[src/shared/tic_pkg.sv]
package tic_pkg;

  // Register word offsets on the APB bus.
  localparam logic [7:0] TIC_OFF_TRAP_CTRL = 8'h00;
  localparam logic [7:0] TIC_OFF_VECT_CTRL = 8'h04;
  localparam logic [7:0] TIC_OFF_REQ_FLAGS0 = 8'h08;
  localparam logic [7:0] TIC_OFF_PRIO_CTRL = 8'h0C;

  // Register indices returned by the address decoder.
  localparam logic [1:0] TIC_IDX_TRAP = 2'h0;
  localparam logic [1:0] TIC_IDX_VECT = 2'h1;
  localparam logic [1:0] TIC_IDX_FLAGS = 2'h2;
  localparam logic [1:0] TIC_IDX_PRIO = 2'h3;

  // Field positions in trap_and_nesting_control.
  localparam int TIC_BIT_NEST_DIS = 15;
  localparam int TIC_BIT_OVA_FLAG = 14;
  localparam int TIC_BIT_OVB_FLAG = 13;
  localparam int TIC_BIT_COVA_FLAG = 12;
  localparam int TIC_BIT_COVB_FLAG = 11;
  localparam int TIC_BIT_OVA_TE = 10;
  localparam int TIC_BIT_OVB_TE = 9;
  localparam int TIC_BIT_COV_TE = 8;
  localparam int TIC_BIT_SHIFT_FLAG = 7;
  localparam int TIC_BIT_DIV0_FLAG = 6;
  localparam int TIC_BIT_DMA_FLAG = 5;
  localparam int TIC_BIT_MATH_FLAG = 4;
  localparam int TIC_BIT_ADDR_FLAG = 3;
  localparam int TIC_BIT_STACK_FLAG = 2;
  localparam int TIC_BIT_OSC_FLAG = 1;

  // Field positions in vector_and_edge_control.
  localparam int TIC_BIT_ALT_TABLE = 15;
  localparam int TIC_BIT_HOLD_ACTIVE = 14;
  localparam int TIC_BIT_EXT0_POL = 0;

  // Field position of the external interrupt 0 request flag.
  localparam int TIC_BIT_EXT0_FLAG = 0;

  // Writable bit masks and reset values.
  localparam logic [15:0] TIC_MASK_TRAP = 16'hFFFE;
  localparam logic [15:0] TIC_MASK_VECT = 16'h8007;
  localparam logic [15:0] TIC_MASK_FLAGS = 16'h7FFF;
  localparam logic [15:0] TIC_RST_TRAP = 16'h0000;
  localparam logic [15:0] TIC_RST_VECT = 16'h0000;
  localparam logic [15:0] TIC_RST_FLAGS = 16'h0000;
  localparam logic [2:0] TIC_RST_PRIO = 3'h0;

endpackage

[src/core/tic_regs.sv]
// Design decisions made here: the APB interface to the registers and the address map.
`timescale 1ns/1ps

// Notes on behaviour
// - Bit 15 set disables interrupt nesting.
// - Accumulator A overflow trap sets its flag.
// - Accumulator B overflow trap sets its flag.
// - Separate catastrophic overflow flags per accumulator.
// - Per-accumulator overflow trap enables gate traps.
// - Shared enable gates catastrophic overflow traps.
// - Invalid shift math trap sets shift flag.
// - Divide by zero sets its flag.
// - DMA error trap sets DMA flag.
// - Any math trap sets math flag.
// - Address error trap sets address flag.
// - Stack error trap sets stack flag.
// - Oscillator failure trap sets oscillator flag.
// - Unimplemented control bits read as zero.
// - Alternate table select picks vector table.
// - Read-only status shows interrupt hold active.
// - Per-input polarity: one falling, zero rising.
// - Upper flag byte layout, bit 15 unused.
// - Lower flag byte layout, external 0 lowest.
// - Request flags read/write, reset to zero.
// - Hardware sets flags, software clears them.
// - Nesting disable locks CPU priority low bits.
module tic_regs (
  input wire logic clk,
  input wire logic resetn,
  input wire logic psel,
  input wire logic penable,
  input wire logic pwrite,
  input wire logic [7:0] paddr,
  input wire logic [31:0] pwdata,
  input wire logic [3:0] pstrb,
  output logic [31:0] prdata,
  output logic pready,
  output logic pslverr,
  input wire logic accAOverflowEvt,
  input wire logic accBOverflowEvt,
  input wire logic accACatastrophicEvt,
  input wire logic accBCatastrophicEvt,
  input wire logic shiftErrorEvt,
  input wire logic divideZeroEvt,
  input wire logic dmaErrorEvt,
  input wire logic addressErrorEvt,
  input wire logic stackErrorEvt,
  input wire logic oscFailureEvt,
  input wire logic irqHoldActive,
  input wire logic [14:0] periphEvt,
  input wire logic [2:0] extPin,
  output logic nestingDisable,
  output logic altTableSelect,
  output logic [2:0] cpuPriorityLowBits,
  output logic mathTrap,
  output logic dmaTrap,
  output logic addressTrap,
  output logic stackTrap,
  output logic oscTrap,
  output logic [2:0] extEdge
);
  import tic_pkg::*;

  typedef struct packed {
    logic [15:0] trapCtrl;
    logic altTable;
    logic holdActive;
    logic [2:0] extPolarity;
    logic [15:0] reqFlags;
    logic [2:0] prio;
    logic [2:0] extPrev;
    logic [31:0] rdata;
    logic ready;
    logic slvErr;
    logic mathTrap;
    logic dmaTrap;
    logic addressTrap;
    logic stackTrap;
    logic oscTrap;
    logic [2:0] extEdge;
  } tic_state_t;

  tic_state_t st;
  tic_state_t next_st;

  // Decodes a bus address into {hit, index}; used by both read and write paths.
  function automatic logic [2:0] tic_decode(input logic [7:0] addr);
    logic [2:0] res;
    res = 3'h0;
    case (addr)
      TIC_OFF_TRAP_CTRL: res = {1'b1, TIC_IDX_TRAP};
      TIC_OFF_VECT_CTRL: res = {1'b1, TIC_IDX_VECT};
      TIC_OFF_REQ_FLAGS0: res = {1'b1, TIC_IDX_FLAGS};
      TIC_OFF_PRIO_CTRL: res = {1'b1, TIC_IDX_PRIO};
      default: res = 3'h0;
    endcase
    return res;
  endfunction

  logic [2:0] dec;
  logic wrEn;
  logic rdSetup;
  logic [15:0] laneMask;
  logic [15:0] trapSet;
  logic [2:0] edgeNow;
  logic [15:0] flagSet;
  logic [15:0] vectView;

  // Bus decode; a write lands only on the access edge where pready is sampled high.
  assign dec = tic_decode(paddr);
  assign wrEn = psel && penable && pwrite && st.ready;
  assign rdSetup = psel && !penable;
  assign laneMask = {{8{pstrb[1]}}, {8{pstrb[0]}}};
  assign vectView = {st.altTable, st.holdActive, 11'h000, st.extPolarity};

  // Trap causes, gated by the enables where the trap itself is optional.
  always_comb begin
    trapSet = 16'h0000;
    trapSet[TIC_BIT_OVA_FLAG] = accAOverflowEvt && st.trapCtrl[TIC_BIT_OVA_TE];
    trapSet[TIC_BIT_OVB_FLAG] = accBOverflowEvt && st.trapCtrl[TIC_BIT_OVB_TE];
    trapSet[TIC_BIT_COVA_FLAG] = accACatastrophicEvt && st.trapCtrl[TIC_BIT_COV_TE];
    trapSet[TIC_BIT_COVB_FLAG] = accBCatastrophicEvt && st.trapCtrl[TIC_BIT_COV_TE];
    trapSet[TIC_BIT_SHIFT_FLAG] = shiftErrorEvt;
    trapSet[TIC_BIT_DIV0_FLAG] = divideZeroEvt;
    trapSet[TIC_BIT_DMA_FLAG] = dmaErrorEvt;
    trapSet[TIC_BIT_ADDR_FLAG] = addressErrorEvt;
    trapSet[TIC_BIT_STACK_FLAG] = stackErrorEvt;
    trapSet[TIC_BIT_OSC_FLAG] = oscFailureEvt;
    // Every enabled math-class cause also raises the general math flag.
    trapSet[TIC_BIT_MATH_FLAG] = trapSet[TIC_BIT_OVA_FLAG] || trapSet[TIC_BIT_OVB_FLAG] ||
      trapSet[TIC_BIT_COVA_FLAG] || trapSet[TIC_BIT_COVB_FLAG] ||
      shiftErrorEvt || divideZeroEvt;
  end

  // Edge detection on the three external inputs, one polarity bit each.
  genvar gi;
  generate
    for (gi = 0; gi < 3; gi++) begin : g_edge
      assign edgeNow[gi] = st.extPolarity[gi] ? (st.extPrev[gi] && !extPin[gi]) :
        (!st.extPrev[gi] && extPin[gi]);
    end
  endgenerate

  // Peripheral events fill bits 14..1, external input 0 fills bit 0; bit 15 has no source.
  assign flagSet = {1'b0, periphEvt[13:0], edgeNow[0]} & TIC_MASK_FLAGS;

  // Next-state logic: software writes first, hardware sets afterwards so a set wins.
  always_comb begin
    next_st = st;
    next_st.mathTrap = trapSet[TIC_BIT_MATH_FLAG];
    next_st.dmaTrap = dmaErrorEvt;
    next_st.addressTrap = addressErrorEvt;
    next_st.stackTrap = stackErrorEvt;
    next_st.oscTrap = oscFailureEvt;
    next_st.extPrev = extPin;
    next_st.extEdge = edgeNow;
    next_st.holdActive = irqHoldActive;
    next_st.ready = psel && !penable;
    // The error flag is a one-cycle answer like pready; leaving it up would taint later transfers.
    next_st.slvErr = 1'b0;
    if (rdSetup) begin
      next_st.slvErr = !dec[2];
      case (dec[1:0])
        TIC_IDX_TRAP: next_st.rdata = {16'h0000, st.trapCtrl & TIC_MASK_TRAP};
        TIC_IDX_VECT: next_st.rdata = {16'h0000, vectView};
        TIC_IDX_FLAGS: next_st.rdata = {16'h0000, st.reqFlags & TIC_MASK_FLAGS};
        TIC_IDX_PRIO: next_st.rdata = {29'h0000000, st.prio};
        default: next_st.rdata = 32'h00000000;
      endcase
      if (!dec[2] || pwrite) begin
        next_st.rdata = 32'h00000000;
      end
    end
    if (wrEn && dec[2]) begin
      case (dec[1:0])
        TIC_IDX_TRAP: begin
          // Trap flags keep their value unless software writes them back.
          next_st.trapCtrl = (st.trapCtrl & ~(TIC_MASK_TRAP & laneMask)) |
            (pwdata[15:0] & TIC_MASK_TRAP & laneMask);
        end
        TIC_IDX_VECT: begin
          // Writes assign only the table select and polarity fields, so they cannot touch the hold status bit.
          if (pstrb[1]) begin
            next_st.altTable = pwdata[TIC_BIT_ALT_TABLE];
          end
          if (pstrb[0]) begin
            next_st.extPolarity = pwdata[TIC_BIT_EXT0_POL +: 3];
          end
        end
        TIC_IDX_FLAGS: begin
          next_st.reqFlags = (st.reqFlags & ~(TIC_MASK_FLAGS & laneMask)) |
            (pwdata[15:0] & TIC_MASK_FLAGS & laneMask);
        end
        TIC_IDX_PRIO: begin
          // The core may not change its own level while nesting is off.
          if (!st.trapCtrl[TIC_BIT_NEST_DIS] && pstrb[0]) begin
            next_st.prio = pwdata[2:0];
          end
        end
        default: begin
          next_st.prio = st.prio;
        end
      endcase
    end
    next_st.trapCtrl = next_st.trapCtrl | trapSet;
    next_st.reqFlags = next_st.reqFlags | flagSet;
  end

  // State register; all fields clear at reset.
  always_ff @(posedge clk or negedge resetn) begin
    if (!resetn) begin
      st <= '0;
      st.trapCtrl <= TIC_RST_TRAP;
      st.altTable <= TIC_RST_VECT[TIC_BIT_ALT_TABLE];
      st.extPolarity <= TIC_RST_VECT[2:0];
      st.reqFlags <= TIC_RST_FLAGS;
      st.prio <= TIC_RST_PRIO;
    end else begin
      st <= next_st;
    end
  end

  // All outputs come straight from the state register.
  assign prdata = st.rdata;
  assign pready = st.ready;
  assign pslverr = st.slvErr;
  assign nestingDisable = st.trapCtrl[TIC_BIT_NEST_DIS];
  assign altTableSelect = st.altTable;
  assign cpuPriorityLowBits = st.prio;
  assign mathTrap = st.mathTrap;
  assign dmaTrap = st.dmaTrap;
  assign addressTrap = st.addressTrap;
  assign stackTrap = st.stackTrap;
  assign oscTrap = st.oscTrap;
  assign extEdge = st.extEdge;

  logic wrTrap;
  assign wrTrap = wrEn && dec[2] && dec[1:0] == TIC_IDX_TRAP;
endmodule

[config.mk]
export PLATFORM = sky130hd
export DESIGN_NAME = tic_regs
export DESIGN_NICKNAME = d
export VERILOG_FILES = /design/src/shared/tic_pkg.sv /design/src/core/tic_regs.sv
export SDC_FILE = /design/constraint.sdc
export NUM_CORES = 1
export LEC_CHECK = 0
export BUFFER_PORTS_ARGS = -buffer_cell sky130_fd_sc_hd__buf_2
export CORE_MARGIN = 5
export CORE_UTILIZATION = 44
export CTS_CLUSTER_SIZE = 14
export DETAILED_ROUTE_END_ITERATION = 16
export PLACE_DENSITY = 0.88
export SLEW_MARGIN = 30
export SYNTH_ARGS = -nofsm -noshare
export SYNTH_HDL_FRONTEND = slang
export SYNTH_SLANG_ARGS = --single-unit
[constraint.sdc]
create_clock -name clk -period 1.78 [get_ports clk]
set_input_delay 0.089 -clock clk [delete_from_list [all_inputs] [get_ports clk]]
set_output_delay 0.089 -clock clk [all_outputs]
set_load 0.01 [all_outputs]
==> flow_metrics.py <==
metrics = {
    "outcome": {
        "status": "completed",
    },
    "clocking": {
        "clockBufferDepth": 2,
        "clk_latency_ns": 0.35,
        "post_cts.repair.setup_buffers": 0,
        "tritoncts": "built",
        "numCtsBuffers": 9,
        "ctsResizeCount": 0,
        "cts_max_level": 3,
        "root_buffer": "clkbuf_8",
        "cts_hold_buf": 43,
        "path_clk_slew_ns": 0.08,
        "cts.sinks": 67,
    },
    "floorplan": {
        "core_um2": 7210,
        "io_pins": 125,
        "die_area_um2": 9150,
        "initial_utilization_pct": 44.7,
        "fp.dieH_um": 95.6,
        "num_rows": 31,
        "die_w_um": 95.6,
    },
    "pwr": {
        "pwr-share-comb_pct": 9.5,
        "internal_power_mw": 2.52,
        "powerDensity_nw_per_um2": 755,
        "p_clk_share_pct": 43.2,
        "switching_share_pct": 23.1,
        "seq_power_share_pct": 47.3,
        "irDropWorstVdd_uv": 636,
        "power.leakage_nw": 2.00,
        "p_sw_mw": 0.755,
    },
    "cells_and_area": {
        "layout-drive-gt1-share_pct": 35.1,
        "fin_nets": 489,
        "area_growth_pct": 34.5,
        "final_util_pct": 60.2,
    },
    "setup_path": {
        "cp.arrival_ns": 1.78,
        "endpoint_kind": "flop",
        "worstPathRequired_ns": 2.02,
        "cp_max_fo": 14,
        "critPathKind": "reg -> reg",
        "ff2ff_path_depth": 6,
        "cp-start-kind": "flop",
    },
    "timing": {
        "rsz0062_at_grt": "false",
        "fin_crit_sh_pct": 86.8,
        "finalWorstSetupSlack_ns": 0.235,
        "drv_slew": 0,
        "fmax_mhz": 647,
        "hold_viol_final": 0,
        "timing.hold.ws_ns": 0.0394,
        "fin_crit_ns": 1.54,
        "setup_viol": 0,
        "skew_ns": 0.0129,
    },
    "global_routing": {
        "grt_max_degree": 68,
        "antenna_found_initial": 0,
        "grt_first_pass_wirelength_mm": 13.8,
        "grt_pass1_vias": 2756,
        "grtUsageTotal_pct": 20.1,
        "grt_overflow": 0,
    },
    "synthesis": {
        "synth.area.mux_share_pct": 5.43,
        "synthTopCellsByArea": "dfrtp_1 (52%), buf_4 (9.3%), a211o_1 (6.0%)",
        "yosys_warnings": 0,
        "synth_most_common_cell": "dfrtp_1",
        "async_flop_share_pct": 100,
        "yosys.area_share.xor_xnor_pct": 0,
        "ys_types": 38,
        "synth-adder-area-share_pct": 0,
        "synthSimpleGateAreaFrac_pct": 17.3,
        "synth_flop_cell": "dfrtp_1",
        "synthesis.area_um2": 3230,
        "synth_compound_area_share_pct": 14.0,
        "ys_seq_area_share_pct": 52.0,
        "syn_inst": 284,
        "synth_edf_count": 0,
        "synth_top_family_by_area": "simple AND/OR/NAND/NOR gates",
        "ys_ff_latch": 67,
        "avgSynthCellArea_um2": 11.4,
        "yosysTopAreaCell": "dfrtp_1",
        "synth_common_cells": "dfrtp_1 (67), buf_4 (40), nor2b_1 (29)",
        "yosysTopAreaCellShare_pct": 52.0,
    },
    "routing": {
        "drtIter0Drc": 214,
        "drc_errors": 0,
        "routedWlPerCell_um": 16.9,
        "vias": 2667,
        "wirelength_mm": 8.73,
        "antenna_left": 0,
        "via_per_inst": 5.17,
        "drt_pass1_iterations": 5,
    },
    "placed_design": {
        "place_ws_ns": -0.0285,
        "dp_hpwl_mm": 5.67,
        "port-buffer-count": 89,
        "place.gp.congestion": 0.877,
    },
    "min_path": {
        "hp-class": "in -> reg",
        "whs_path_depth": 2,
    },
    "job": {
        "maxCapViolCount": 0,
    },
}
## flip-flops by register name, summed over array words and instances (netlist names), 3 cells and up, named ones only
signal and cells:
extEdge 3, st 33, prdata 16, cpuPriorityLowBits 3
## cell type report
type,count,area [µm²]
Antenna cell,1,2.50
Clock buffer,10,138
Clock inverter,6,88.8
Fill cell,548,2870
Inverter,1,3.75
Multi-Input combinational cell,180,1240
Sequential cell,67,1680
Tap cell,99,124
Timing Repair Buffer,152,1060
## per-layer routing
metal	up-vias	global-route usage, %	part of all wire (%)
met2	147	33.1	49
met4	0	10.1	3.8
li1	1214	-	-
met1	1279	25.1	40
met5	-	0	0
met3	27	4.18	7.3
## worst max-delay path, stage by stage, from the launching register on
cell and delay, ns:
dfrtp_1 0.36, nand4_1 0.09, buf_4 0.19, nor4_4 0.27, buf_12 0.18, nor2b_1 0.06
a211o_1 0.28
## cell families (layout without fill, tap and decap cells)
group,after synthesis,in the layout
AO/OA/AOI/OAI,62,62
buffers and inverters,52,169
other,1,17
AND/OR/NAND/NOR,86,86
flip-flops,67,67
multiplexers,16,16
## power by group through the flow
stage               registers (mW)  clock network, mW  logic (mW)
floorplan                     1.58                  0       0.109
global placement              1.58                  0       0.223
detailed placement            1.58                  0       0.230
CTS                           1.55               1.42       0.305
global route                  1.55               1.49       0.343
finish                        1.55               1.41       0.312
## path summary, 6_finish.rpt
check / startpoint / to / slack, ns
hold / removal: pwdata[1] / st[70] / 0.04
setup reg to reg: pready / st[56] / 0.24
max in group asynchronous: resetn / st[53] / 1.20
setup / recovery: pready / st[56] / 0.24
min in group asynchronous: resetn / st[61] / 0.27
hold reg to reg: prdata[3] / prdata[3] / 0.48
## placed cells by master (no fill, tap or decap), types with 12 or more instances in the layout
master,netlist,final
a211o_1,22,22
a22oi_1,12,12
buf_2,1,89
buf_4,40,17
conb_1,1,16
dfrtp_1,67,67
dlygate4sd3_1,0,43
mux2_2,12,12
nand2_1,23,23
nor2b_1,29,29
o21ai_0,15,15
## stage by stage
stage / area (µm²) / std cells / power [mW] / TNS [ns]
detailed placement: 3680 / 456 / 1.81 / -0.295
floorplan: 3280 / 299 / 1.69 / 0
global route: 4340 / 515 / 3.39 / 0
finish: 4340 / 516 / 3.28 / 0
global placement: 3680 / 456 / 1.80 / 0
CTS: 4340 / 515 / 3.28 / 0
No activity file was read; power rests on OpenSTA's default activity.
